==> src/verilog/ppc_pkg.sv <==
// Purpose: Constants for the parallel port control register block.
// Assumes: One 16-bit control register on a plain register port.
// Notes:   Bit 14 and bit 4 are unimplemented.
`default_nettype none

package ppc_pkg;

    // ==========================================================
    // Register map
    localparam logic [3:0]  PPC_ADDR_CONTROL = 4'h0;
    localparam logic [3:0]  PPC_ADDR_STATUS  = 4'h1;
    localparam logic [15:0] PPC_CONTROL_RESET = 16'h0000;
    localparam logic [15:0] PPC_CONTROL_MASK  = 16'hBFEF;

    // ==========================================================
    // Field positions
    localparam int PPC_BIT_PORT_EN    = 15;
    localparam int PPC_BIT_STOP_IDLE  = 13;
    localparam int PPC_BIT_MUX_HI     = 12;
    localparam int PPC_BIT_MUX_LO     = 11;
    localparam int PPC_BIT_BE_EN      = 10;
    localparam int PPC_BIT_WR_EN      = 9;
    localparam int PPC_BIT_RD_EN      = 8;
    localparam int PPC_BIT_CSF_HI     = 7;
    localparam int PPC_BIT_CSF_LO     = 6;
    localparam int PPC_BIT_ALP        = 5;
    localparam int PPC_BIT_CSP        = 3;

    // ==========================================================
    // Encodings
    localparam logic [1:0] PPC_MUX_SEPARATE = 2'h0;
    localparam logic [1:0] PPC_MUX_LOW8     = 2'h1;
    localparam logic [1:0] PPC_MUX_FULL16   = 2'h2;
    localparam logic [1:0] PPC_CSF_CHIPSEL  = 2'h2;

    typedef enum logic [2:0] {
        PPC_ST_OFF  = 3'h1,
        PPC_ST_RUN  = 3'h2,
        PPC_ST_HALT = 3'h4
    } ppc_state_t;

endpackage : ppc_pkg

`default_nettype wire

==> src/verilog/ppc_sync.sv <==
// Purpose: Two-flop synchroniser for a level from outside the clock domain.
// Assumes: Input is a slow level.
// Notes:   First flop feeds only the second.
`default_nettype none

module ppc_sync (
    input  wire logic sys_clk,
    input  wire logic rst_n,
    input  wire logic asyncIn,
    output logic      syncOut
);
    logic stage1_reg;
    logic stage2_reg;

    always_ff @(posedge sys_clk or negedge rst_n) begin
        if (!rst_n) begin
            stage1_reg <= 1'b0;
            stage2_reg <= 1'b0;
        end else begin
            stage1_reg <= asyncIn;
            stage2_reg <= stage1_reg;
        end
    end

    assign syncOut = stage2_reg;

endmodule : ppc_sync

`default_nettype wire

==> src/verilog/ppc_pin_map.sv <==
// Purpose: Maps pin functions and polarities from the control settings.
// Assumes: Strobe levels arrive active high from the bus cycle engine.
// Notes:   Purely combinational.
`default_nettype none

module ppc_pin_map
    import ppc_pkg::*;
(
    input  wire logic [1:0] chipSelFunc,
    input  wire logic       addrLatchPol,
    input  wire logic       chipSelPol,
    input  wire logic       running,
    input  wire logic       csActive,
    input  wire logic       latchActive,
    input  wire logic       addrBit14,
    output logic            chipSelPin,
    output logic            latchPin
);
    always_comb begin
        if (chipSelFunc == PPC_CSF_CHIPSEL) begin
            chipSelPin = (running & csActive) ~^ chipSelPol;
        end else begin
            // Polarity is not applied to an address line.
            chipSelPin = addrBit14;
        end
        latchPin = (running & latchActive) ~^ addrLatchPol;
    end

endmodule : ppc_pin_map

`default_nettype wire

==> src/verilog/ppc_control.sv <==
// Purpose: Control register and pin steering of the parallel master port.
// Assumes: Plain register port; read data valid in the cycle after the strobe.
// Notes:   Bus cycle timing lives in a separate engine fed by the strobe inputs.
//
// Decided for this implementation: the placing of the registers and the plain strobed port.
`default_nettype none

module ppc_control
    import ppc_pkg::*;
#(
    parameter int ADDR_W = 16,
    parameter int DATA_W = 8
) (
    input  wire logic              sys_clk,
    input  wire logic              rst_n,
    input  wire logic [3:0]        regAddr,
    input  wire logic [15:0]       regWrData,
    input  wire logic              regWrite,
    input  wire logic              regRead,
    output logic      [15:0]       regRdData,
    input  wire logic              idleMode,
    input  wire logic              cycleReq,
    input  wire logic              cycleWrite,
    input  wire logic              cycleAddrPhase,
    input  wire logic              cycleByteHigh,
    input  wire logic [ADDR_W-1:0] cycleAddr,
    input  wire logic [DATA_W-1:0] cycleWrData,
    output logic                   busActive,
    output logic      [DATA_W-1:0] data_pins_out,
    output logic      [DATA_W-1:0] data_pins_oe,
    output logic      [ADDR_W-1:0] address_pins,
    output logic                   byte_enable_pin,
    output logic                   byte_enable_pin_oe,
    output logic                   write_strobe_pin,
    output logic                   write_strobe_pin_oe,
    output logic                   read_strobe_pin,
    output logic                   read_strobe_pin_oe,
    output logic                   chip_select_pin,
    output logic                   addr_latch_low_strobe,
    output logic                   addr_latch_high_strobe
);
    // ==========================================================
    // Control register
    logic [15:0] parallel_port_control_reg;
    logic [15:0] parallel_port_control_next;
    logic [15:0] rdData_reg;
    logic [15:0] rdData_next;
    logic        idleSync;
    ppc_state_t  state_reg;
    ppc_state_t  state_next;

    // Idle comes from another part of the device, so it is synchronised first.
    ppc_sync u_idle_sync (
        .sys_clk (sys_clk),
        .rst_n   (rst_n),
        .asyncIn (idleMode),
        .syncOut (idleSync)
    );

    // Bits 14 and 4 never store, and the read path masks them again, so they read back as zero.
    function automatic logic [15:0] ppc_clean(input logic [15:0] value);
        ppc_clean = value & PPC_CONTROL_MASK;
    endfunction : ppc_clean

    // Picks one byte of the address for a multiplexed address phase.
    function automatic logic [DATA_W-1:0] ppc_addr_byte(input logic [ADDR_W-1:0] addr,
                                                        input logic              high);
        ppc_addr_byte = high ? addr[2*DATA_W-1:DATA_W] : addr[DATA_W-1:0];
    endfunction : ppc_addr_byte

    logic       port_enable_bit;
    logic       stop_in_idle_bit;
    logic [1:0] addr_data_mux_select;
    logic       byte_enable_pin_enable;
    logic       write_strobe_pin_enable;
    logic       read_strobe_pin_enable;
    logic [1:0] chip_select_function;
    logic       addr_latch_polarity;
    logic       chip_select_polarity;

    assign port_enable_bit         = parallel_port_control_reg[PPC_BIT_PORT_EN];
    assign stop_in_idle_bit        = parallel_port_control_reg[PPC_BIT_STOP_IDLE];
    assign addr_data_mux_select    = parallel_port_control_reg[PPC_BIT_MUX_HI:PPC_BIT_MUX_LO];
    assign byte_enable_pin_enable  = parallel_port_control_reg[PPC_BIT_BE_EN];
    assign write_strobe_pin_enable = parallel_port_control_reg[PPC_BIT_WR_EN];
    assign read_strobe_pin_enable  = parallel_port_control_reg[PPC_BIT_RD_EN];
    assign chip_select_function    = parallel_port_control_reg[PPC_BIT_CSF_HI:PPC_BIT_CSF_LO];
    assign addr_latch_polarity     = parallel_port_control_reg[PPC_BIT_ALP];
    assign chip_select_polarity    = parallel_port_control_reg[PPC_BIT_CSP];

    always_comb begin
        parallel_port_control_next = parallel_port_control_reg;
        rdData_next                = 16'h0000;
        if (regWrite && regAddr == PPC_ADDR_CONTROL) begin
            parallel_port_control_next = ppc_clean(regWrData);
        end
        if (regRead) begin
            unique case (regAddr)
                PPC_ADDR_CONTROL: rdData_next = ppc_clean(parallel_port_control_reg);
                PPC_ADDR_STATUS:  rdData_next = {13'h0000, state_reg};
                // Unmapped indices read as zero.
                default:          rdData_next = 16'h0000;
            endcase
        end
    end

    always_ff @(posedge sys_clk or negedge rst_n) begin
        if (!rst_n) begin
            parallel_port_control_reg <= PPC_CONTROL_RESET;
            rdData_reg                <= 16'h0000;
        end else begin
            parallel_port_control_reg <= parallel_port_control_next;
            rdData_reg                <= rdData_next;
        end
    end

    assign regRdData = rdData_reg;

    // ==========================================================
    // Operating state
    // Idle passes two flops first, so a halt lands two or three cycles after idle rises.
    always_comb begin
        state_next = state_reg;
        unique case (state_reg)
            PPC_ST_OFF: begin
                if (port_enable_bit) begin
                    state_next = PPC_ST_RUN;
                end
            end
            PPC_ST_RUN: begin
                if (!port_enable_bit) begin
                    state_next = PPC_ST_OFF;
                end else if (idleSync && stop_in_idle_bit) begin
                    state_next = PPC_ST_HALT;
                end
            end
            PPC_ST_HALT: begin
                if (!port_enable_bit) begin
                    state_next = PPC_ST_OFF;
                end else if (!idleSync || !stop_in_idle_bit) begin
                    state_next = PPC_ST_RUN;
                end
            end
            default: state_next = PPC_ST_OFF;
        endcase
    end

    always_ff @(posedge sys_clk or negedge rst_n) begin
        if (!rst_n) begin
            state_reg <= PPC_ST_OFF;
        end else begin
            state_reg <= state_next;
        end
    end

    // ==========================================================
    // Pin steering
    logic                   running;
    logic                   active;
    logic [DATA_W-1:0]      dataOut_next;
    logic [ADDR_W-1:0]      addrOut_next;
    logic                   dataDrive_next;
    logic                   latchLow_next;
    logic                   latchHigh_next;
    logic [DATA_W-1:0]      dataOut_reg;
    logic [ADDR_W-1:0]      addrOut_reg;
    logic                   dataDrive_reg;
    logic                   latchLow_reg;
    logic                   latchHigh_reg;
    logic                   wr_reg;
    logic                   rd_reg;
    logic                   be_reg;
    logic                   cs_reg;
    logic                   wr_next;
    logic                   rd_next;
    logic                   be_next;
    logic                   cs_next;

    assign running   = (state_reg == PPC_ST_RUN);
    assign active    = running && cycleReq;
    // The engine sees a halt at once through busActive; the write, read and byte enable pins and the data output enable follow one cycle later.
    assign busActive = active;

    always_comb begin
        dataOut_next   = cycleWrData;
        addrOut_next   = cycleAddr;
        dataDrive_next = active && cycleWrite;
        latchLow_next  = 1'b0;
        latchHigh_next = 1'b0;
        unique case (addr_data_mux_select)
            PPC_MUX_FULL16: begin
                if (active && cycleAddrPhase) begin
                    // Two address phases share the byte-wide data pins.
                    dataOut_next   = ppc_addr_byte(cycleAddr, cycleByteHigh);
                    dataDrive_next = 1'b1;
                    latchLow_next  = !cycleByteHigh;
                    latchHigh_next = cycleByteHigh;
                end
                addrOut_next = '0;
            end
            PPC_MUX_LOW8: begin
                if (active && cycleAddrPhase) begin
                    dataOut_next   = ppc_addr_byte(cycleAddr, 1'b0);
                    dataDrive_next = 1'b1;
                    latchLow_next  = 1'b1;
                end
                addrOut_next = {cycleAddr[15:11], cycleAddr[10:8], 8'h00};
            end
            PPC_MUX_SEPARATE: begin
                addrOut_next = cycleAddr;
            end
            default: begin
                // Reserved encoding; behaves as separate pins.
                addrOut_next = cycleAddr;
            end
        endcase
    end

    always_ff @(posedge sys_clk or negedge rst_n) begin
        if (!rst_n) begin
            dataOut_reg   <= '0;
            addrOut_reg   <= '0;
            dataDrive_reg <= 1'b0;
            latchLow_reg  <= 1'b0;
            latchHigh_reg <= 1'b0;
        end else begin
            dataOut_reg   <= dataOut_next;
            addrOut_reg   <= addrOut_next;
            dataDrive_reg <= dataDrive_next;
            latchLow_reg  <= latchLow_next;
            latchHigh_reg <= latchHigh_next;
        end
    end

    // ==========================================================
    // Strobe pins
    // The write and read strobes mark data phases only, so an address phase never looks like an access.
    always_comb begin
        wr_next = active && cycleWrite && !cycleAddrPhase;
        rd_next = active && !cycleWrite && !cycleAddrPhase;
        be_next = active && cycleByteHigh;
        cs_next = active;
    end

    always_ff @(posedge sys_clk or negedge rst_n) begin
        if (!rst_n) begin
            wr_reg <= 1'b0;
            rd_reg <= 1'b0;
            be_reg <= 1'b0;
            cs_reg <= 1'b0;
        end else begin
            wr_reg <= wr_next;
            rd_reg <= rd_next;
            be_reg <= be_next;
            cs_reg <= cs_next;
        end
    end

    assign data_pins_out       = dataOut_reg;
    // All data pins turn around together, so one enable serves the whole byte.
    assign data_pins_oe        = {DATA_W{dataDrive_reg}};
    assign address_pins        = addrOut_reg;
    assign byte_enable_pin     = be_reg;
    // The byte enable and strobe output enables drop at once when the port leaves the run state.
    assign byte_enable_pin_oe  = running && byte_enable_pin_enable;
    assign write_strobe_pin    = wr_reg;
    assign write_strobe_pin_oe = running && write_strobe_pin_enable;
    assign read_strobe_pin     = rd_reg;
    assign read_strobe_pin_oe  = running && read_strobe_pin_enable;

    // A control write moves the idle level of select and latch in the next cycle.
    ppc_pin_map u_pin_map (
        .chipSelFunc  (chip_select_function),
        .addrLatchPol (addr_latch_polarity),
        .chipSelPol   (chip_select_polarity),
        .running      (running),
        .csActive     (cs_reg),
        .latchActive  (latchLow_reg),
        .addrBit14    (addrOut_reg[14]),
        .chipSelPin   (chip_select_pin),
        .latchPin     (addr_latch_low_strobe)
    );

    // The high latch shares the low latch polarity.
    assign addr_latch_high_strobe = (running & latchHigh_reg) ~^ addr_latch_polarity;

endmodule : ppc_control

`default_nettype wire

==> config.mk <==
export PLATFORM = sky130hd
export DESIGN_NAME = ppc_control
export DESIGN_NICKNAME = d
export VERILOG_FILES = /design/src/verilog/ppc_pkg.sv /design/src/verilog/ppc_sync.sv /design/src/verilog/ppc_pin_map.sv /design/src/verilog/ppc_control.sv
export SDC_FILE = /design/constraint.sdc
export NUM_CORES = 1
export LEC_CHECK = 0
export ABC_AREA = 0
export BUFFER_PORTS_ARGS = -buffer_cell sky130_fd_sc_hd__buf_2
export CORE_MARGIN = 4
export CORE_UTILIZATION = 47
export DETAILED_ROUTE_END_ITERATION = 6
export PLACE_DENSITY = 0.78
export SETUP_SLACK_MARGIN = 0.2
export SLEW_MARGIN = 20
export SYNTH_ARGS = -nofsm -noshare
export SYNTH_HDL_FRONTEND = slang
export SYNTH_SLANG_ARGS = --single-unit
==> constraint.sdc <==
create_clock -name sys_clk -period 1.65 [get_ports sys_clk]
set_input_delay 0.33 -clock sys_clk [delete_from_list [all_inputs] [get_ports sys_clk]]
set_output_delay 0.33 -clock sys_clk [all_outputs]
set_load 0.02 [all_outputs]
==> metrics.cfg <==
[cts]
worstSkewPairLatency_ns=0.33
clk_pin_slew_ns=0.07
tritoncts_clock_tree=yes
sink_count=64
cts.htree.levels=3
cts_inserted_buffers=9
clock_path_buffers=2
cts-hold-fix-buffers=0
clock-root-buffer=clkbuf_8

[timing]
fin_ws_ns=-0.241
report.final.slew_viol_count=0
fin_hold_ws_ns=-0.00247
max_freq_ghz=0.529
unrepaired_setup_endpoints_after_global_routing=true
crit_share_post_route=1.15
finalHoldViolCount=2
setup_skew_ns=0.00986
final-setup-viol-count=7
timing.final.crit_period_ns=1.89

[yosys]
post_synth_instance_area_mm2=0.00263
post_synth.cell_area_avg_um2=12.9
xor_and_xnor_area_share_after_synthesis=0.0133
synthSimpleGateAreaFrac=0.152
synthMuxAreaShare=0.0898
yosys_most_used_dff=dfrtp_1
adder_cell_share_of_the_synthesized_area=0.00950
synth_compound_gate_area_share=0.0713
synth.ff_latch_count=64
synth_top_family_by_area=simple AND/OR/NAND/NOR gates
postSynth.asyncResetShare=1.00
ys.warnings.count=0
syn_inst=204
synth-edff-count=0
synth-seq-area-share=0.609
post_synth_num_cell_types=36

[outcome]
failed_checks=negative hold slack, negative setup slack
run_status=finished, violations left

[drt]
drtPass1Iterations=4
average_via_count_per_standard_cell=5.02
postRouteAntennaNets=0
routed_length_per_instance_um=15.5
route.final.wire_length_um=6280
drt_first_iter_violations=88
via_count=2027
drc_violations_left=0

[power_and_ir_drop]
seq_power_share=0.429
p_int_w=0.00310
netSwitchingPower_w=0.00151
power_density_mw_per_mm2=1240
p_total_w=0.00461
power.clock.fraction=0.246
vdd_ir_drop_max_mv=0.693
p_sw_frac=0.328
total_leakage_power_nw=1.97
p_comb_frac=0.324

[cells_and_area]
fin_area_mm2=0.00370
final_nets=384
antennaDiodeCount=0
n_fill_cell=394
layout-area-overhead-vs-synth_pct=40.7
layout-drive-gt1-share=0.587
finalNonFillerCells=404
final_cell_mix=buf_2 (99), dfrtp_1 (63), mux2_2 (21)
final_common_cell=buf_2
largest_reg_flops=16

[grt]
grt-ovfl-total=0
antenna_found_initial=0
grt_pass1_wl_um=10200
grt_start_max_net_pins=65
groute.usage.overall=0.186
first_global_vias=2109

[floorplan]
core_area_mm2=0.00527
die_area_mm2=0.00687
design.portCount=111
fp.dieW_um=82.9
die_h_um=82.9
rows=26
start_util=0.500

[setup_path]
critPathMaxStageDelay_ns=0.40
reg_to_reg_setup_timing_slack_ns=0.05
critPathArrivalTime_ns=1.56
path_class=reg -> out
worst_r2r_endpoint=data_pins_out[2]$_DFF_PN0_
r2r_cells=7
cp_slowest_cell=dfstp_2
path_max_fanout=5
worstPathCellList=nor3b_4, nand2_2, xnor2_2, o31ai_4, buf_6
worst_setup_path_start_kind=register
crit_required_ns=1.32
r2r_start=state_reg[0]$_DFFE_PN1P_
critPathCaptureType=output port

[placed_design]
gpl.final_weighted_congestion=0.791
place_area_mm2=0.00330
dp.final_hpwl_um=4400
numPlacedInstances=378
input_output_buffers=106
post-place-ws_ns=-0.000512

[worst_hold_path]
min-delay-path-class=in -> async

[flow_run]
max_cap_viols=0

-- per-layer routing --
layer | GRT usage | wire length (µm) | vias to the layer above
li1 | - | - | 935
met1 | 0.221 | 2480 | 1017
met2 | 0.315 | 3340 | 65
met3 | 0.0455 | 316 | 10
met4 | 0.0877 | 134 | 0
met5 | 0 | 0 | -
-- area by class of cell --
cell class,instances,area [µm²],share of cell area
Sequential cell,64,1600,0.433
Multi-Input combinational cell,118,1020,0.276
Timing Repair Buffer,131,808,0.218
Clock buffer,15,156,0.0422
Tap cell,70,87.6,0.0236
Inverter,5,21.3,0.00574
Clock inverter,1,5.00,0.00135
-- cells in the mapped netlist, types with 4 or more instances --
| library cell | count | area [µm²] |
|---|---|---|
| nand2_1 | 8 | 30.0 |
| inv_1 | 5 | 18.8 |
| o21ai_2 | 8 | 70.1 |
| and2_1 | 16 | 100 |
| nand3_1 | 8 | 40.0 |
| dfrtp_1 | 63 | 1580 |
| mux2_2 | 21 | 236 |
| a22oi_1 | 7 | 52.6 |
| buf_4 | 11 | 82.6 |
| nor2b_1 | 9 | 56.3 |
| clkbuf_1 | 4 | 15.0 |
| nor2_1 | 5 | 18.8 |
-- stage by stage --
step / utilization / TNS (ns)
floorplan: - / 0
global placement: 0.625 / 0
finish: 0.703 / -1.01
global route: 0.703 / -1.55
detailed placement: 0.625 / -0.000512
CTS: 0.692 / -1.24
-- worst max path at each step --
stage                                 endpoint  slack [ns]                                      start
floorplan                      chip_select_pin       0.001                   state_reg[2]$_DFFE_PN0P_
global placement    data_pins_out[3]$_DFF_PN0_        0.05  parallel_port_control_reg[12]$_DFFE_PN0P_
detailed placement  data_pins_out[2]$_DFF_PN0_     -0.0005  parallel_port_control_reg[11]$_DFFE_PN0P_
CTS                            chip_select_pin       -0.26                   state_reg[2]$_DFFE_PN0P_
global route                   chip_select_pin       -0.34                   state_reg[0]$_DFFE_PN1P_
finish                         chip_select_pin       -0.24                   state_reg[0]$_DFFE_PN1P_
-- power by group through the flow --
stage          combinational, W  clock [W]  sequential, W
2_1_floorplan          0.000660          0        0.00219
3_3_place_gp            0.00131          0        0.00199
3_5_place_dp            0.00134          0        0.00200
4_1_cts                 0.00147    0.00115        0.00198
5_1_grt                 0.00161    0.00122        0.00201
6_report                0.00149    0.00114        0.00198
-- what timing repair did --
| action | in CTS | in global routing |
|---|---|---|
| gates resized for setup | 35 | 11 |
| pin swaps | 12 | 5 |
| gates cloned | 1 | 0 |
| endpoints found under the setup margin | 24 | 18 |
| setup buffers | 6 | 3 |
-- logic make-up (layout without fill, tap and decap cells) --
kind of cell / Yosys count / count (layout)
DFF: 64 / 64
AOI/OAI and AO/OA: 24 / 24
buffers and inverters: 24 / 152
other: 1 / 2
xor gates and xnor gates: 4 / 4
muxes: 21 / 21
and+or+nand+nor: 64 / 65
adders and majority gates: 2 / 2
-- worst max-delay path: cells and delay by family, from the launching register on --
| kind | cells | cell delay (ns) |
|---|---|---|
| AOI/OAI and AO/OA | 1 | 0.20 |
| xor gates and xnor gates | 1 | 0.15 |
| buffers and inverters | 1 | 0.15 |
| DFF | 1 | 0.40 |
| and+or+nand+nor | 2 | 0.34 |
Power figures use the tool's default switching activity.
